**src/shared/phy_irq_pkg.sv**
```systemverilog
// Constants shared by the management interrupt logic and its serial port
package phy_irq_pkg;

	// ****************************************************************
	// Register addresses on the serial management port
	// ****************************************************************
	localparam logic [4:0] REG_BASIC_STATUS = 5'h01;
	localparam logic [4:0] REG_AN_EXPANSION = 5'h06;
	localparam logic [4:0] REG_MODE_CTRL    = 5'h11;
	localparam logic [4:0] REG_IRQ_FLAGS    = 5'h1d;
	localparam logic [4:0] REG_IRQ_MASK     = 5'h1e;

	// ****************************************************************
	// Field positions and reset values
	// ****************************************************************
	localparam int          ALT_SEL_BIT     = 6;
	localparam int          ENERGY_BIT      = 1;
	localparam int          SRC_ENERGY      = 7;
	localparam int          SRC_AN_DONE     = 6;
	localparam int          SRC_REMOTE      = 5;
	localparam int          SRC_LINK_DOWN   = 4;
	localparam int          SRC_LP_ACK      = 3;
	localparam int          SRC_PAR_FAULT   = 2;
	localparam int          SRC_PAGE_RX     = 1;
	localparam logic [7:0]  SRC_USED        = 8'hfe;
	localparam logic [7:0]  FLAGS_RST       = 8'h80;
	localparam logic [7:0]  MASK_RST        = 8'h00;
	localparam logic [7:0]  ACTIVE_PREV_RST = 8'h10;
	localparam logic        ALT_SEL_RST     = 1'b0;

	// ****************************************************************
	// Management frame layout
	// ****************************************************************
	localparam int          PREAMBLE_BITS = 32;
	localparam int          HDR_BITS      = 13;
	localparam int          DATA_BITS     = 16;
	localparam logic [1:0]  OP_READ       = 2'h2;
	localparam logic [1:0]  OP_WRITE      = 2'h1;

	// ****************************************************************
	// Timing
	// ****************************************************************
	localparam int unsigned CLK_KHZ             = 125000;
	localparam int unsigned ENERGY_DELAY_MS     = 1000;
	localparam int unsigned ENERGY_PULSE_MS     = 256;
	localparam int unsigned ENERGY_DELAY_CYCLES = ENERGY_DELAY_MS * CLK_KHZ;
	localparam int unsigned ENERGY_PULSE_CYCLES = ENERGY_PULSE_MS * CLK_KHZ;

endpackage

```
**src/hdl/mgmt_serial_port.sv**
```systemverilog
// Serial management port slave: frame decode, register strobes, read shift-out
`timescale 1ns/100ps
module mgmt_serial_port (
	input  wire logic        ref_clk,
	input  wire logic        rst,
	input  wire logic        mdc,
	input  wire logic        mdio_in,
	output logic             mdio_out,
	output logic             mdio_oe,
	input  wire logic [4:0]  phy_addr,
	input  wire logic [15:0] rd_data,
	output logic [4:0]       reg_addr,
	output logic             rd_stb,
	output logic             wr_stb,
	output logic [15:0]      wr_data
);
	typedef enum logic [2:0] {
		ST_IDLE  = 3'h0,
		ST_HDR   = 3'h1,
		ST_TA    = 3'h2,
		ST_WDATA = 3'h3,
		ST_RDATA = 3'h4
	} port_state_t;

	port_state_t  st;
	logic [2:0]   mdc_sync;
	logic [2:0]   mdio_sync;
	logic         mdc_lvl;
	logic         mdc_rise;
	logic         bit_in;
	logic [5:0]   ones;
	logic [4:0]   cnt;
	logic [11:0]  sr;
	logic [12:0]  hdr;
	logic [15:0]  out_sr;

	// ****************************************************************
	// Pin synchronisers
	// ****************************************************************
	always_ff @(posedge ref_clk) begin
		if (rst) begin
			mdc_sync  <= 3'h0;
			mdio_sync <= 3'h0;
		end else begin
			mdc_sync  <= {mdc_sync[1:0], mdc};
			mdio_sync <= {mdio_sync[1:0], mdio_in};
		end
	end

	// Clock level only moves once the last two stages agree
	always_ff @(posedge ref_clk) begin
		if (rst)
			mdc_lvl <= 1'b0;
		else if (mdc_sync[2] == mdc_sync[1])
			mdc_lvl <= mdc_sync[1];
	end

	assign mdc_rise = (mdc_sync[2] == mdc_sync[1]) && mdc_sync[1] && !mdc_lvl;
	assign bit_in   = mdio_sync[2];
	assign hdr      = {sr, bit_in};

	// ****************************************************************
	// Frame decode
	// ****************************************************************
	always_ff @(posedge ref_clk) begin
		if (rst) begin
			st       <= ST_IDLE;
			ones     <= 6'h00;
			cnt      <= 5'h00;
			sr       <= 12'h000;
			reg_addr <= 5'h00;
			rd_stb   <= 1'b0;
			wr_stb   <= 1'b0;
			wr_data  <= 16'h0000;
		end else begin
			rd_stb <= 1'b0;
			wr_stb <= 1'b0;
			if (mdc_rise) begin
				unique case (st)
					ST_IDLE: begin
						if (bit_in) begin
							if (ones != 6'(phy_irq_pkg::PREAMBLE_BITS))
								ones <= ones + 6'h01;
						end else begin
							if (ones == 6'(phy_irq_pkg::PREAMBLE_BITS)) begin
								st  <= ST_HDR;
								cnt <= 5'h00;
							end
							ones <= 6'h00;
						end
					end
					ST_HDR: begin
						sr  <= hdr[11:0];
						cnt <= cnt + 5'h01;
						if (cnt == 5'(phy_irq_pkg::HDR_BITS - 1)) begin
							cnt      <= 5'h00;
							reg_addr <= hdr[4:0];
							st       <= ST_IDLE;
							// Frames for other addresses are ignored silently
							if (hdr[12] && hdr[9:5] == phy_addr) begin
								if (hdr[11:10] == phy_irq_pkg::OP_READ) begin
									st     <= ST_RDATA;
									rd_stb <= 1'b1;
								end else if (hdr[11:10] == phy_irq_pkg::OP_WRITE) begin
									st <= ST_TA;
								end
							end
						end
					end
					ST_TA: begin
						cnt <= cnt + 5'h01;
						if (cnt == 5'h01) begin
							cnt <= 5'h00;
							st  <= ST_WDATA;
						end
					end
					ST_WDATA: begin
						wr_data <= {wr_data[14:0], bit_in};
						cnt     <= cnt + 5'h01;
						if (cnt == 5'(phy_irq_pkg::DATA_BITS - 1)) begin
							wr_stb <= 1'b1;
							st     <= ST_IDLE;
						end
					end
					ST_RDATA: begin
						cnt <= cnt + 5'h01;
						if (cnt == 5'(phy_irq_pkg::DATA_BITS + 1))
							st <= ST_IDLE;
					end
					default: st <= ST_IDLE;
				endcase
			end
		end
	end

	// ****************************************************************
	// Read data drive
	// ****************************************************************
	// Snapshot taken with the strobe, before any read-clear lands
	always_ff @(posedge ref_clk) begin
		if (rst) begin
			out_sr   <= 16'h0000;
			mdio_out <= 1'b0;
			mdio_oe  <= 1'b0;
		end else if (rd_stb) begin
			out_sr <= rd_data;
		end else if (mdc_rise && st == ST_RDATA) begin
			if (cnt == 5'h00) begin
				mdio_oe  <= 1'b1;
				mdio_out <= 1'b0;
			end else if (cnt <= 5'(phy_irq_pkg::DATA_BITS)) begin
				mdio_out <= out_sr[15];
				out_sr   <= {out_sr[14:0], 1'b0};
			end else begin
				mdio_oe  <= 1'b0;
				mdio_out <= 1'b0;
			end
		end
	end

endmodule

```
**src/hdl/phy_mgmt_interrupt_logic.sv**
```systemverilog
// Interrupt flags, mask, release modes and interrupt pin of the management block
`timescale 1ns/100ps
module phy_mgmt_interrupt_logic #(
	parameter int unsigned DELAY_CYCLES = phy_irq_pkg::ENERGY_DELAY_CYCLES,
	parameter int unsigned PULSE_CYCLES = phy_irq_pkg::ENERGY_PULSE_CYCLES
) (
	input  wire logic        ref_clk,
	input  wire logic        rst,
	input  wire logic        mdc,
	input  wire logic        mdio_in,
	output logic             mdio_out,
	output logic             mdio_oe,
	input  wire logic [4:0]  phy_addr,
	input  wire logic        energy_detect,
	input  wire logic        an_complete,
	input  wire logic        remote_fault,
	input  wire logic        link_status,
	input  wire logic        lp_ack,
	input  wire logic        par_det_fault,
	input  wire logic        page_received,
	input  wire logic        an_restart,
	input  wire logic [15:0] other_rd_data,
	output logic [4:0]       reg_addr,
	output logic             rd_stb,
	output logic             wr_stb,
	output logic [15:0]      wr_data,
	output logic             alt_release_sel,
	output logic             irq_out_n
);
	typedef enum logic [1:0] {
		EN_IDLE  = 2'h0,
		EN_ARMED = 2'h1,
		EN_WAIT  = 2'h2,
		EN_PULSE = 2'h3
	} energy_state_t;

	logic [15:0]   rd_data;
	logic [7:0]    active;
	logic [7:0]    active_prev;
	logic [7:0]    assert_evt;
	logic [7:0]    fall_evt;
	logic [7:0]    flags;
	logic [7:0]    mask;
	logic [7:0]    next_flags;
	logic          rd_flags;
	logic          rd_status;
	logic          rd_expansion;
	logic          wr_flags;
	logic          link_loss;
	logic          energy_released;
	energy_state_t en_st;
	logic [31:0]   en_cnt;

	// ****************************************************************
	// Management port
	// ****************************************************************
	mgmt_serial_port u_port (
		.ref_clk  (ref_clk),
		.rst      (rst),
		.mdc      (mdc),
		.mdio_in  (mdio_in),
		.mdio_out (mdio_out),
		.mdio_oe  (mdio_oe),
		.phy_addr (phy_addr),
		.rd_data  (rd_data),
		.reg_addr (reg_addr),
		.rd_stb   (rd_stb),
		.wr_stb   (wr_stb),
		.wr_data  (wr_data)
	);

	assign rd_flags     = rd_stb && reg_addr == phy_irq_pkg::REG_IRQ_FLAGS;
	assign rd_status    = rd_stb && reg_addr == phy_irq_pkg::REG_BASIC_STATUS;
	assign rd_expansion = rd_stb && reg_addr == phy_irq_pkg::REG_AN_EXPANSION;
	assign wr_flags     = wr_stb && reg_addr == phy_irq_pkg::REG_IRQ_FLAGS;

	// Other registers belong to the rest of the management logic
	always_comb begin
		rd_data = other_rd_data;
		unique case (reg_addr)
			phy_irq_pkg::REG_IRQ_FLAGS: rd_data = {8'h00, flags};
			phy_irq_pkg::REG_IRQ_MASK:  rd_data = {8'h00, mask};
			phy_irq_pkg::REG_MODE_CTRL: begin
				rd_data[phy_irq_pkg::ALT_SEL_BIT] = alt_release_sel;
				rd_data[phy_irq_pkg::ENERGY_BIT]  = energy_detect;
			end
			default: rd_data = other_rd_data;
		endcase
	end

	// ****************************************************************
	// Mode and mask registers
	// ****************************************************************
	always_ff @(posedge ref_clk) begin
		if (rst)
			alt_release_sel <= phy_irq_pkg::ALT_SEL_RST;
		else if (wr_stb && reg_addr == phy_irq_pkg::REG_MODE_CTRL)
			alt_release_sel <= wr_data[phy_irq_pkg::ALT_SEL_BIT];
	end

	always_ff @(posedge ref_clk) begin
		if (rst)
			mask <= phy_irq_pkg::MASK_RST;
		else if (wr_stb && reg_addr == phy_irq_pkg::REG_IRQ_MASK)
			mask <= wr_data[7:0] & phy_irq_pkg::SRC_USED;
	end

	// ****************************************************************
	// Source events
	// ****************************************************************
	// Link-down is active while the link is low, so one edge rule serves all
	always_comb begin
		active                            = 8'h00;
		active[phy_irq_pkg::SRC_ENERGY]    = energy_detect;
		active[phy_irq_pkg::SRC_AN_DONE]   = an_complete;
		active[phy_irq_pkg::SRC_REMOTE]    = remote_fault;
		active[phy_irq_pkg::SRC_LINK_DOWN] = !link_status;
		active[phy_irq_pkg::SRC_LP_ACK]    = lp_ack;
		active[phy_irq_pkg::SRC_PAR_FAULT] = par_det_fault;
		active[phy_irq_pkg::SRC_PAGE_RX]   = page_received;
	end

	always_ff @(posedge ref_clk) begin
		if (rst)
			active_prev <= phy_irq_pkg::ACTIVE_PREV_RST;
		else
			active_prev <= active;
	end

	assign assert_evt = active & ~active_prev;
	assign fall_evt   = ~active & active_prev;
	assign link_loss  = assert_evt[phy_irq_pkg::SRC_LINK_DOWN];

	// ****************************************************************
	// Source flags
	// ****************************************************************
	assign next_flags[0] = 1'b0;
	for (genvar i = 1; i < 8; i++) begin : g_flag
		logic rel_primary;
		logic rel_alt;
		always_comb begin
			rel_primary = rd_flags;
			if (i != phy_irq_pkg::SRC_LINK_DOWN)
				rel_primary = rel_primary || fall_evt[i];
			if (i == phy_irq_pkg::SRC_REMOTE || i == phy_irq_pkg::SRC_LINK_DOWN)
				rel_primary = rel_primary || rd_status;
			if (i == phy_irq_pkg::SRC_PAR_FAULT || i == phy_irq_pkg::SRC_PAGE_RX)
				rel_primary = rel_primary || rd_expansion || an_restart || link_loss;
		end
		// Recheck on write-one: only a released source lets the flag go
		assign rel_alt = wr_flags && wr_data[i] && !active[i];
		// Setting beats any release landing in the same cycle
		assign next_flags[i] = assert_evt[i] ? 1'b1 :
			(alt_release_sel ? (flags[i] && !rel_alt) : (flags[i] && !rel_primary));
	end

	always_ff @(posedge ref_clk) begin
		if (rst)
			flags <= phy_irq_pkg::FLAGS_RST;
		else
			flags <= next_flags;
	end

	// ****************************************************************
	// Late energy pulse after cable removal
	// ****************************************************************
	assign energy_released = rd_flags && flags[phy_irq_pkg::SRC_ENERGY]
		&& active[phy_irq_pkg::SRC_ENERGY] && !assert_evt[phy_irq_pkg::SRC_ENERGY];

	// Clearing the mask cancels it, which is why service code should do so
	always_ff @(posedge ref_clk) begin
		if (rst) begin
			en_st  <= EN_IDLE;
			en_cnt <= 32'h0000_0000;
		end else if (alt_release_sel || !mask[phy_irq_pkg::SRC_ENERGY]) begin
			en_st  <= EN_IDLE;
			en_cnt <= 32'h0000_0000;
		end else begin
			unique case (en_st)
				EN_IDLE:
					if (energy_released)
						en_st <= EN_ARMED;
				EN_ARMED:
					if (fall_evt[phy_irq_pkg::SRC_ENERGY]) begin
						en_st  <= EN_WAIT;
						en_cnt <= 32'h0000_0000;
					end
				EN_WAIT: begin
					en_cnt <= en_cnt + 32'h0000_0001;
					if (en_cnt == DELAY_CYCLES - 1) begin
						en_st  <= EN_PULSE;
						en_cnt <= 32'h0000_0000;
					end
				end
				EN_PULSE: begin
					en_cnt <= en_cnt + 32'h0000_0001;
					if (en_cnt == PULSE_CYCLES - 1)
						en_st <= EN_IDLE;
				end
			endcase
		end
	end

	// ****************************************************************
	// Interrupt pin
	// ****************************************************************
	// Event term bypasses the flag register so the pin needs no clock edge
	assign irq_out_n = !(|(mask & (flags | assert_evt))) && (en_st != EN_PULSE);
endmodule

```
**config.mk**
```make
export PLATFORM = sky130hd
export DESIGN_NAME = phy_mgmt_interrupt_logic
export DESIGN_NICKNAME = d
export VERILOG_FILES = /design/src/shared/phy_irq_pkg.sv /design/src/hdl/mgmt_serial_port.sv /design/src/hdl/phy_mgmt_interrupt_logic.sv
export SDC_FILE = /design/constraint.sdc
export NUM_CORES = 1
export LEC_CHECK = 0
export BUFFER_PORTS_ARGS = -buffer_cell sky130_fd_sc_hd__buf_2
export CORE_UTILIZATION = 58
export CTS_CLUSTER_SIZE = 12
export DETAILED_ROUTE_END_ITERATION = 12
export PLACE_DENSITY_LB_ADDON = 0.3
export SLEW_MARGIN = 0
export SYNTH_ARGS = -nofsm -noshare
export SYNTH_HDL_FRONTEND = slang
export SYNTH_SLANG_ARGS = --single-unit
```
**constraint.sdc**
```tcl
create_clock -name ref_clk -period 4.5 [get_ports ref_clk]
set_input_delay 0 -clock ref_clk [delete_from_list [all_inputs] [get_ports ref_clk]]
set_output_delay 0 -clock ref_clk [all_outputs]
set_load 0.03 [all_outputs]
```
==> results of run 1 <==
==> per-stage QoR <==
| step | std cells | worst slack, ns |
|---|---|---|
| 3_3_place_gp | 893 | 1.84 |
| 5_1_grt | 952 | 1.53 |
| 3_5_place_dp | 893 | 1.75 |
| 6_report | 952 | 1.71 |
| 4_1_cts | 952 | 1.74 |
| 2_1_floorplan | 732 | 2.33 |
==> worst max path at each step <==
| stage | from | end | slack [ns] | cells after the start |
|---|---|---|---|---|
| 5_1_grt | en_cnt[0] | en_cnt[7] | 1.53 | 7 |
| 3_5_place_dp | en_cnt[0] | en_cnt[1] | 1.75 | 7 |
| 2_1_floorplan | active_prev[2] | irq_out_n | 2.33 | 5 |
| 3_3_place_gp | en_cnt[0] | en_cnt[1] | 1.84 | 7 |
| 4_1_cts | en_cnt[0] | en_cnt[1] | 1.74 | 7 |
| 6_report | en_cnt[0] | en_cnt[1] | 1.71 | 7 |
==> routing by layer <==
| metal | part of all wire | up-vias | wire length [µm] | track usage |
|---|---|---|---|---|
| li1 | - | 2730 | - | - |
| met1 | 0.46 | 2685 | 6840 | 0.354 |
| met2 | 0.48 | 170 | 7240 | 0.474 |
| met3 | 0.046 | 21 | 691 | 0.0717 |
| met4 | 0.014 | 0 | 206 | 0.0875 |
| met5 | 0 | - | 0 | 0 |
==> cells in the mapped netlist, types with 13 or more instances <==
cell type  count
a21oi_1       51
clkbuf_1      26
dfxtp_1      130
ha_1          15
inv_1         32
nand2_1      107
nand3_1       28
nand4_1       13
nor2_1        55
nor2b_1       18
nor3_1        18
o21ai_0       25
xnor2_1       16
xor2_1        19
==> worst max-delay path, stage by stage, from the launching register on <==
cell and delay, ns:
dfxtp_1 0.36, ha_1 0.19, nor4bb_1 0.29, nand4_1 0.16, o41a_1 0.47, o31ai_4 0.80, buf_4 0.33, nor2_1 0.07
==> state kept, by name (all words and copies together), names as in the netlist, 6 cells and up <==
name and flops:
en_cnt 32, u_port.out_sr 16, u_port.wr_data 16, u_port.sr 12, active_prev 7, flags 7
mask 7, u_port.ones 6
==> area by class of cell <==
cell class | count | area (µm²)
Inverter | 32 | 120
Timing Repair Buffer | 90 | 598
Sequential cell | 130 | 2600
Clock inverter | 11 | 161
Tap cell | 136 | 170
Fill cell | 795 | 2970
Clock buffer | 20 | 435
Multi-Input combinational cell | 533 | 3270
==> cells by family (layout without fill, tap and decap cells) <==
family,after synthesis,after routing,synth area share
and+or+nand+nor,318,318,0.262
AOI/OAI and AO/OA,156,156,0.172
DFF,130,130,0.422
buffers and inverters,69,153,0.0486
xor gates and xnor gates,35,35,0.0497
adders and majority gates,15,15,0.0304
muxes,9,9,0.0152
==> power breakdown <==
part	total [µW]	switching, µW	leakage [µW]	internal, µW
logic	78.2	37.6	0.00136	40.6
registers	1170	6.54	0.00105	1160
clock network	1400	497	0.000294	906
total	2650	541	0.00270	2110
==> what timing repair did <==
action / in CTS / in global routing
endpoints found under the hold margin: 34 / 0
hold buffers: 28 / 0
resized for setup: 0 / 0
==> flow_summary.toml, run 1 <==
[timing]
max_freq_mhz = 358
hold_viol = 0
fin_skew_ns = 0.00757
fin_tns_setup_ns = 0
slew_headroom = 0.336
tightest_slew_ns = 0.989
period_needed_ns = 2.79
rsz0062_at_grt = "false"
finalCritPeriodShare = 0.620
setup_viol = 0
holdWs_ns = 0.0491
drv_slew = 0

[logic_synthesis]
synth_area_leaders = "dfxtp_1 (42%), nand2_1 (6.5%), a21oi_1 (4.1%)"
netlist_instances = 732
yosys_most_used_dff = "dfxtp_1"
synth_top_area_share = 0.422
ys_async_sr_fraction = 0
avgSynthCellArea_um2 = 8.43
synth_edf_count = 0
ys_warn_count = 0
synth_area_mm2 = 0.00617
syn_nets = 780
synth_seq_cells = 130
synth.yosys.seq_area_share = 0.422
synth_top_cell_by_area = "dfxtp_1"
ys_types = 76

[grt]
grt_usage = 0.282
antenna_found_initial = 0
grt_pass1_vias = 5255
grt_pass1_wl_mm = 24.7
grt_max_degree = 97
grt_overflow = 0

[hold_path]
whs_endpoint = "u_port.out_sr[6]"
min_path_cells = 3
min_from = "other_rd_data[6]"
holdCritPathClass = "primary input to flop"

[power]
vdd_drop_max_mv = 0.315
power_density_mw_per_mm2 = 360
power.leakage_uw = 0.00270
total_power_uw = 2650

[floorplanning]
dieArea_mm2 = 0.0111
rows = 37
die_w_um = 105
initial_utilization = 0.598
core-area_mm2 = 0.0103
die_h_um = 105
ioPinCount = 60

[worst_setup_path]
end_kind = "flop"
cp.arrival_ns = 3.21
r2r_slack_ns = 1.71
worstSetupStartpointType = "flop"
r2r_cells = 7
cp_max_fo = 19
required_ns = 4.92
worstReg2RegStart = "en_cnt[0]"
path_class = "flop to flop"
r2r-end = "en_cnt[1]"

[cells_and_area]
fin_util = 0.713
num_antenna_cells = 0
final_common_cell = "dfxtp_1"
drive_above_1_share = 0.138
fin_nets = 852
finalInstanceArea_mm2 = 0.00736
final_cell_mix = "dfxtp_1 (130), nand2_1 (107), buf_2 (59)"
area.growth.synth_to_final_pct = 19.2

[placement]
place.gp.congestion = 0.904
detailed_place_hpwl_mm = 10.1
portBuffers = 59
placed_area_mm2 = 0.00648

[flow_run]
cap_violations = 0

[cts]
path_clk_slew_ns = 0.06
tritoncts = "built"
clkSinkCount = 130
post-cts-setup-buffers = 0
clock_latency_ns = 0.53
ctsLongestPathBuffers = 2
cts-root-buf = "clkbuf_8"
cts.htree.levels = 4
cts_buffers = 17

[outcome]
outcome = "complete, no violations"

[routing]
drc = 0
routed_wl_mm = 15.0
route.vias.total = 5606
ant_nets = 0
drtIter0Drc = 377
routedWlPerCell_um = 15.7
via_per_inst = 5.89
firstDrtPassIters = 5
No activity file was read; power rests on OpenSTA's default activity.
==> run 2, diff against run 1 <==
Settings changed: ABC_AREA from default to 1.
Clock period 4.5 ns to 2.6 ns, I/O delays scaled along.
==> run 2 against run 1 <==
The flow now finishes with violations (hold timing). Maximum frequency is 27% higher. Critical path depth is 3 higher. Clock-buffer cell count is 1 lower. Synthesized cell count is 28% higher. Via count is 14% higher. Register-to-register slack worse by 1.3 ns. Sequential cell count stayed put. First-iteration DRC count is 48% higher. Critical endpoint is now u_port.st[1]. Largest cell class unchanged.
==> flow_summary.toml, run 2 <==
[cts]
ctsResizeCount = 0
cts.htree.levels = 4
path_clk_slew_ns = 0.06
cts-root-buf = "clkbuf_8"
tritoncts = "built"
post-cts-setup-buffers = 0
ctsLongestPathBuffers = 2
clock_latency_ns = 0.53
cts_buffers = 17
clkSinkCount = 130

[placement]
dpl.cell_count = 1109
placed_area_mm2 = 0.00677
place.gp.congestion = 0.943
detailed_place_hpwl_mm = 10.8
portBuffers = 59

[grt]
grt_pass1_wl_mm = 27.3
grt_overflow = 0
antenna_found_initial = 0
grt_usage = 0.301
grt_max_degree = 38
grt_pass1_vias = 6010

[routing]
via_per_inst = 5.43
routedWlPerCell_um = 13.8
drc = 0
drtIter0Drc = 557
firstDrtPassIters = 5
routed_wl_mm = 16.2
ant_nets = 0
route.vias.total = 6400

[power]
power.leakage_uw = 0.00318
power_density_mw_per_mm2 = 576
total_power_uw = 4440
vdd_drop_max_mv = 0.554

[floorplanning]
ioPinCount = 60
rows = 37
initial_utilization = 0.608
dieArea_mm2 = 0.0114
die_w_um = 107
core-area_mm2 = 0.0105
die_h_um = 107

[timing]
hold_viol = 1
period_needed_ns = 2.20
slew_headroom = 0.521
tightest_slew_ns = 0.713
setup_viol = 0
rsz0062_at_grt = "false"
finalCritPeriodShare = 0.845
max_freq_mhz = 455
fin_tns_setup_ns = 0
drv_slew = 0
holdWs_ns = -0.0754
fin_skew_ns = 0.00747

[cells_and_area]
area.growth.synth_to_final_pct = 20.7
top_regs = "en_cnt x32, u_port.out_sr x16, u_port.wr_data x16"
largest_reg_flops = 32
fin_nets = 1077
drive_above_1_share = 0.120
stdcell_count = 1178
final_common_cell = "nor2_1"
final_cell_mix = "nor2_1 (175), nand2_1 (169), dfxtp_1 (130)"
num_antenna_cells = 0
finalInstanceArea_mm2 = 0.00771
multi_input_area_mm2 = 0.00325
regArea_mm2 = 0.00260
fillers = 853
largest_register = "en_cnt"

[outcome]
violations = "hold timing"
outcome = "complete, but fails checks"

[logic_synthesis]
netlist_instances = 934
synth_top_cell_by_area = "dfxtp_1"
ys_types = 33
avgSynthCellArea_um2 = 6.84
yosys_most_used_dff = "dfxtp_1"
ys_warn_count = 0
synth_area_leaders = "dfxtp_1 (41%), nor2_1 (10%), nand2_1 (9.9%)"
synth.yosys.seq_area_share = 0.408
synth_seq_cells = 130
synth_edf_count = 0
synth_most_common_cell = "nor2_1"
yosys-top-cells-count = "nor2_1 (175), nand2_1 (169), dfxtp_1 (130), inv_1 (101), o21ai_0 (83)"
synth_top_area_share = 0.408
syn_nets = 982
ys_async_sr_fraction = 0
synth_area_mm2 = 0.00639

[worst_setup_path]
cp.arrival_ns = 2.61
cp_common_cell = "nor2_1"
path_class = "flop to flop"
required_ns = 3.01
cp_top_family = "buffers and inverters"
cpPeakStageDelay_ns = 0.55
slowest_stage = "dlygate4sd3_1"
crit_chain = "inv_1, nand2_1, nand2_1, dlygate4sd3_1, nor2_1, dlygate4sd3_1, nand3_1, nor2_1, nor3_1, nor2_1"
worstSetupStartpointType = "flop"
end_kind = "flop"
cp_num_buf_inv = 3
cp_max_fo = 3

[hold_path]
holdCritPathClass = "primary input to flop"

[flow_run]
cap_violations = 0
run 2: cell families after synthesis:
| logic type | after synthesis | synth area share |
|---|---|---|
| buf+inv | 135 | 0.0839 |
| compound gates | 159 | 0.130 |
| simple gates | 473 | 0.319 |
| flops | 130 | 0.408 |
| fa+ha+maj | 15 | 0.0294 |
| xor+xnor | 22 | 0.0302 |
run 2: report_power, final:
group / switching, µW / internal (µW) / total (µW)
Clock: 882 / 1390 / 2270
Combinational: 76.6 / 78.9 / 156
Sequential: 9.98 / 2010 / 2020
run 2: per-stage QoR:
stage | utilization | setup WS (ns)
2_1_floorplan | - | 0.804
3_3_place_gp | 0.645 | 0.636
3_5_place_dp | 0.645 | 0.553
4_1_cts | 0.735 | 0.0347
5_1_grt | 0.734 | 0.189
6_report | 0.734 | 0.404
run 2: cell type report:
| type | instances | share of cell area |
|---|---|---|
| Clock buffer | 19 | 0.0560 |
| Clock inverter | 13 | 0.0174 |
| Inverter | 108 | 0.0526 |
| Multi-Input combinational cell | 669 | 0.421 |
| Sequential cell | 130 | 0.338 |
| Tap cell | 136 | 0.0221 |
| Timing Repair Buffer | 103 | 0.0932 |
run 2: tightest hold or removal path, cell delays in order:
cell and delay [ns]:
buf_2 0.09, nand2_1 0.05, nand2_1 0.05, nor2_1 0.04, nand3_1 0.12, nor3_1 0.06
run 2: path summary, 6_finish.rpt:
kind / start / endpoint / slack [ns] / cells past startpoint
max: u_port.sr[4] / u_port.st[1] / 0.40 / 10
min: phy_addr[4] / u_port.rd_stb / -0.08 / 6
max reg2reg: u_port.sr[4] / u_port.st[1] / 0.40 / 10
min reg2reg: u_port.mdc_sync[0] / u_port.mdc_sync[1] / 0.40 / 2
run 2: timing repair:
item,in CTS,in global routing
setup endpoints to repair,0,1
hold endpoints to repair,39,0
hold buffers,38,0
run 2: per-layer routing:
| metal | global-route usage | share of wire | up-vias |
|---|---|---|---|
| met5 | 0 | 0 | - |
| met4 | 0.127 | 0.027 | 0 |
| met3 | 0.0760 | 0.057 | 50 |
| met2 | 0.522 | 0.49 | 218 |
| met1 | 0.352 | 0.42 | 2913 |
| li1 | - | - | 3219 |
==> run 3, diff against run 2 <==
Settings changed: ABC_AREA 1 to 0.
Clock period 2.6 ns to 2.1 ns, I/O delays scaled along.
==> run 3 against run 2 <==
The run ends with setup timing left. Setup slack worse by 0.48 ns. Clock power increased by 43%. Global-route usage increased by 0.98 points. Total power increased by 33%. Clock-buffer cell count is 1 higher. Routed wire length up 7.6%. Critical path depth fell by 3. Core utilization rose by 5.3 points. Cell count fell by 14%. Die area fell by 3.3%. First-iteration DRC count increased by 0.18%. Critical path type unchanged. Critical endpoint is now en_cnt[30].
==> flow_summary.toml, run 3 (synthesized netlist as in run 1, its figures left out) <==
[timing]
tightest_slew_ns = 0.610
holdWs_ns = 0.212
hold_viol = 0
setup_viol = 33
max_freq_mhz = 460
fin_skew_ns = 0.00498
drv_slew = 0
rsz0062_at_grt = "true"
fin_ws_ns = -0.0760
period_needed_ns = 2.18
finalCritPeriodShare = 1.04
slew_headroom = 0.592

[cts]
cts-root-buf = "clkbuf_8"
tritoncts = "built"
clkSinkCount = 130
cts_buffers = 17
path_clk_slew_ns = 0.06
cts.htree.levels = 4
clock_latency_ns = 0.54
ctsLongestPathBuffers = 2

[cells_and_area]
final_cell_mix = "dfxtp_1 (123), nand2_1 (106), buf_2 (58)"
largest_register = "en_cnt"
drive_above_1_share = 0.241
top_regs = "en_cnt x32, u_port.out_sr x16, u_port.wr_data x16"
final_common_cell = "dfxtp_1"
fillers = 657
regArea_mm2 = 0.00261
multi_input_area_mm2 = 0.00346
fin_util = 0.787
area.growth.synth_to_final_pct = 31.5
num_antenna_cells = 0
largest_reg_flops = 32
fin_nets = 909

[grt]
gr-usage-met2 = 0.509
met3_usage = 0.0855
use_met1 = 0.382
grt_usage = 0.311
grt_pass1_wl_mm = 27.3
antenna_found_initial = 0
grt.busiest_layer = "met2"
grt_pass1_vias = 5753
grt_overflow = 0
grt_max_degree = 81

[worst_setup_path]
worstSetupStartpointType = "flop"
cp_max_fo = 6
r2r_cells = 7
required_ns = 2.53
path_class = "flop to flop"
cp.arrival_ns = 2.61
end_kind = "flop"

[floorplanning]
dieArea_mm2 = 0.0111
ioPinCount = 60
initial_utilization = 0.598
die_w_um = 105
core-area_mm2 = 0.0103
rows = 37
die_h_um = 105

[hold_path]
holdCritPathClass = "primary input to flop"
min_path_cells = 3

[routing]
routed_wl_mm = 17.4
drtIter0Drc = 558
routedWlPerCell_um = 17.3
via_per_inst = 6.04
ant_nets = 0
firstDrtPassIters = 6
route.vias.total = 6096
drc = 0

[power]
total_power_uw = 5920
vdd_drop_max_mv = 0.693
power.leakage_uw = 0.00304
power_density_mw_per_mm2 = 729

[placement]
place.gp.congestion = 0.855
portBuffers = 59
detailed_place_hpwl_mm = 10.8

[flow_run]
cap_violations = 0

[outcome]
violations = "setup timing"
outcome = "complete, but fails checks"
[run 3: changes by cell type in the layout (fill, tap and decap cells not counted), sizes merged, moves of 15 or more]
cell   previous run  this run
nor2b             0        19
buf              66       117
nand3            58        28
xnor2             1        16
nand2           175       107
inv             107        32
nor2            184        55
o21ai            86        25
[run 3: final cells by class]
class | instances | share of cell area
multi-input cells | 533 | 0.426
well taps | 136 | 0.0210
flip-flops and latches | 130 | 0.322
clock buffers | 20 | 0.0549
inverters | 32 | 0.0151
repair buffers | 147 | 0.136
clock inverters | 12 | 0.0253
[run 3: what timing repair did]
item / 4_1_cts / 5_1_grt
setup buffers: 1 / 8
pin swaps: 6 / 19
cloned: 3 / 1
endpoints found under the setup margin: 38 / 58
endpoints found under the hold margin: 48 / 0
hold buffers: 30 / 0
gates resized for setup: 11 / 56
[run 3: path summary, 6_finish.rpt]
check / start / to / slack (ns)
hold reg to reg: u_port.mdio_sync[0] / u_port.mdio_sync[1] / 0.44
setup reg to reg: en_cnt[30] / en_cnt[30] / -0.08
hold / removal: mdc / u_port.mdc_sync[0] / 0.21
setup / recovery: en_cnt[30] / en_cnt[30] / -0.08
[run 3: per-layer routing]
metal  share of wire  wire [µm]
met1            0.40       7030
met2            0.48       8450
met3           0.077       1350
met4           0.035        605
met5               0          0
[run 3: report_power, final]
part | leakage (µW) | internal, µW | switching [µW] | total, µW
clock network | 0.000300 | 2110 | 1130 | 3240
registers | 0.00106 | 2490 | 14.3 | 2500
logic | 0.00169 | 93.4 | 85.3 | 179
total | 0.00304 | 4690 | 1230 | 5920
[run 3: worst max-delay path: stages, from the launching register on]
cell and delay, ns:
dfxtp_1 0.35, nor4_2 0.38, nand4_1 0.21, o41a_1 0.47, o31ai_4 0.28, buf_6 0.16, buf_4 0.15, nor2_1 0.06
[run 3: through the flow]
step / setup TNS (ns) / instance area (µm²) / setup slack [ns] / cells
4_1_cts: 0 / 7870 / 0.00138 / 1001
3_5_place_dp: -1.28 / 6820 / -0.0845 / 935
2_1_floorplan: 0 / 6170 / 0.0221 / 732
6_report: -1.23 / 8120 / -0.0760 / 1010
3_3_place_gp: 0 / 6820 / 0.0410 / 935
5_1_grt: -3.23 / 8120 / -0.146 / 1010
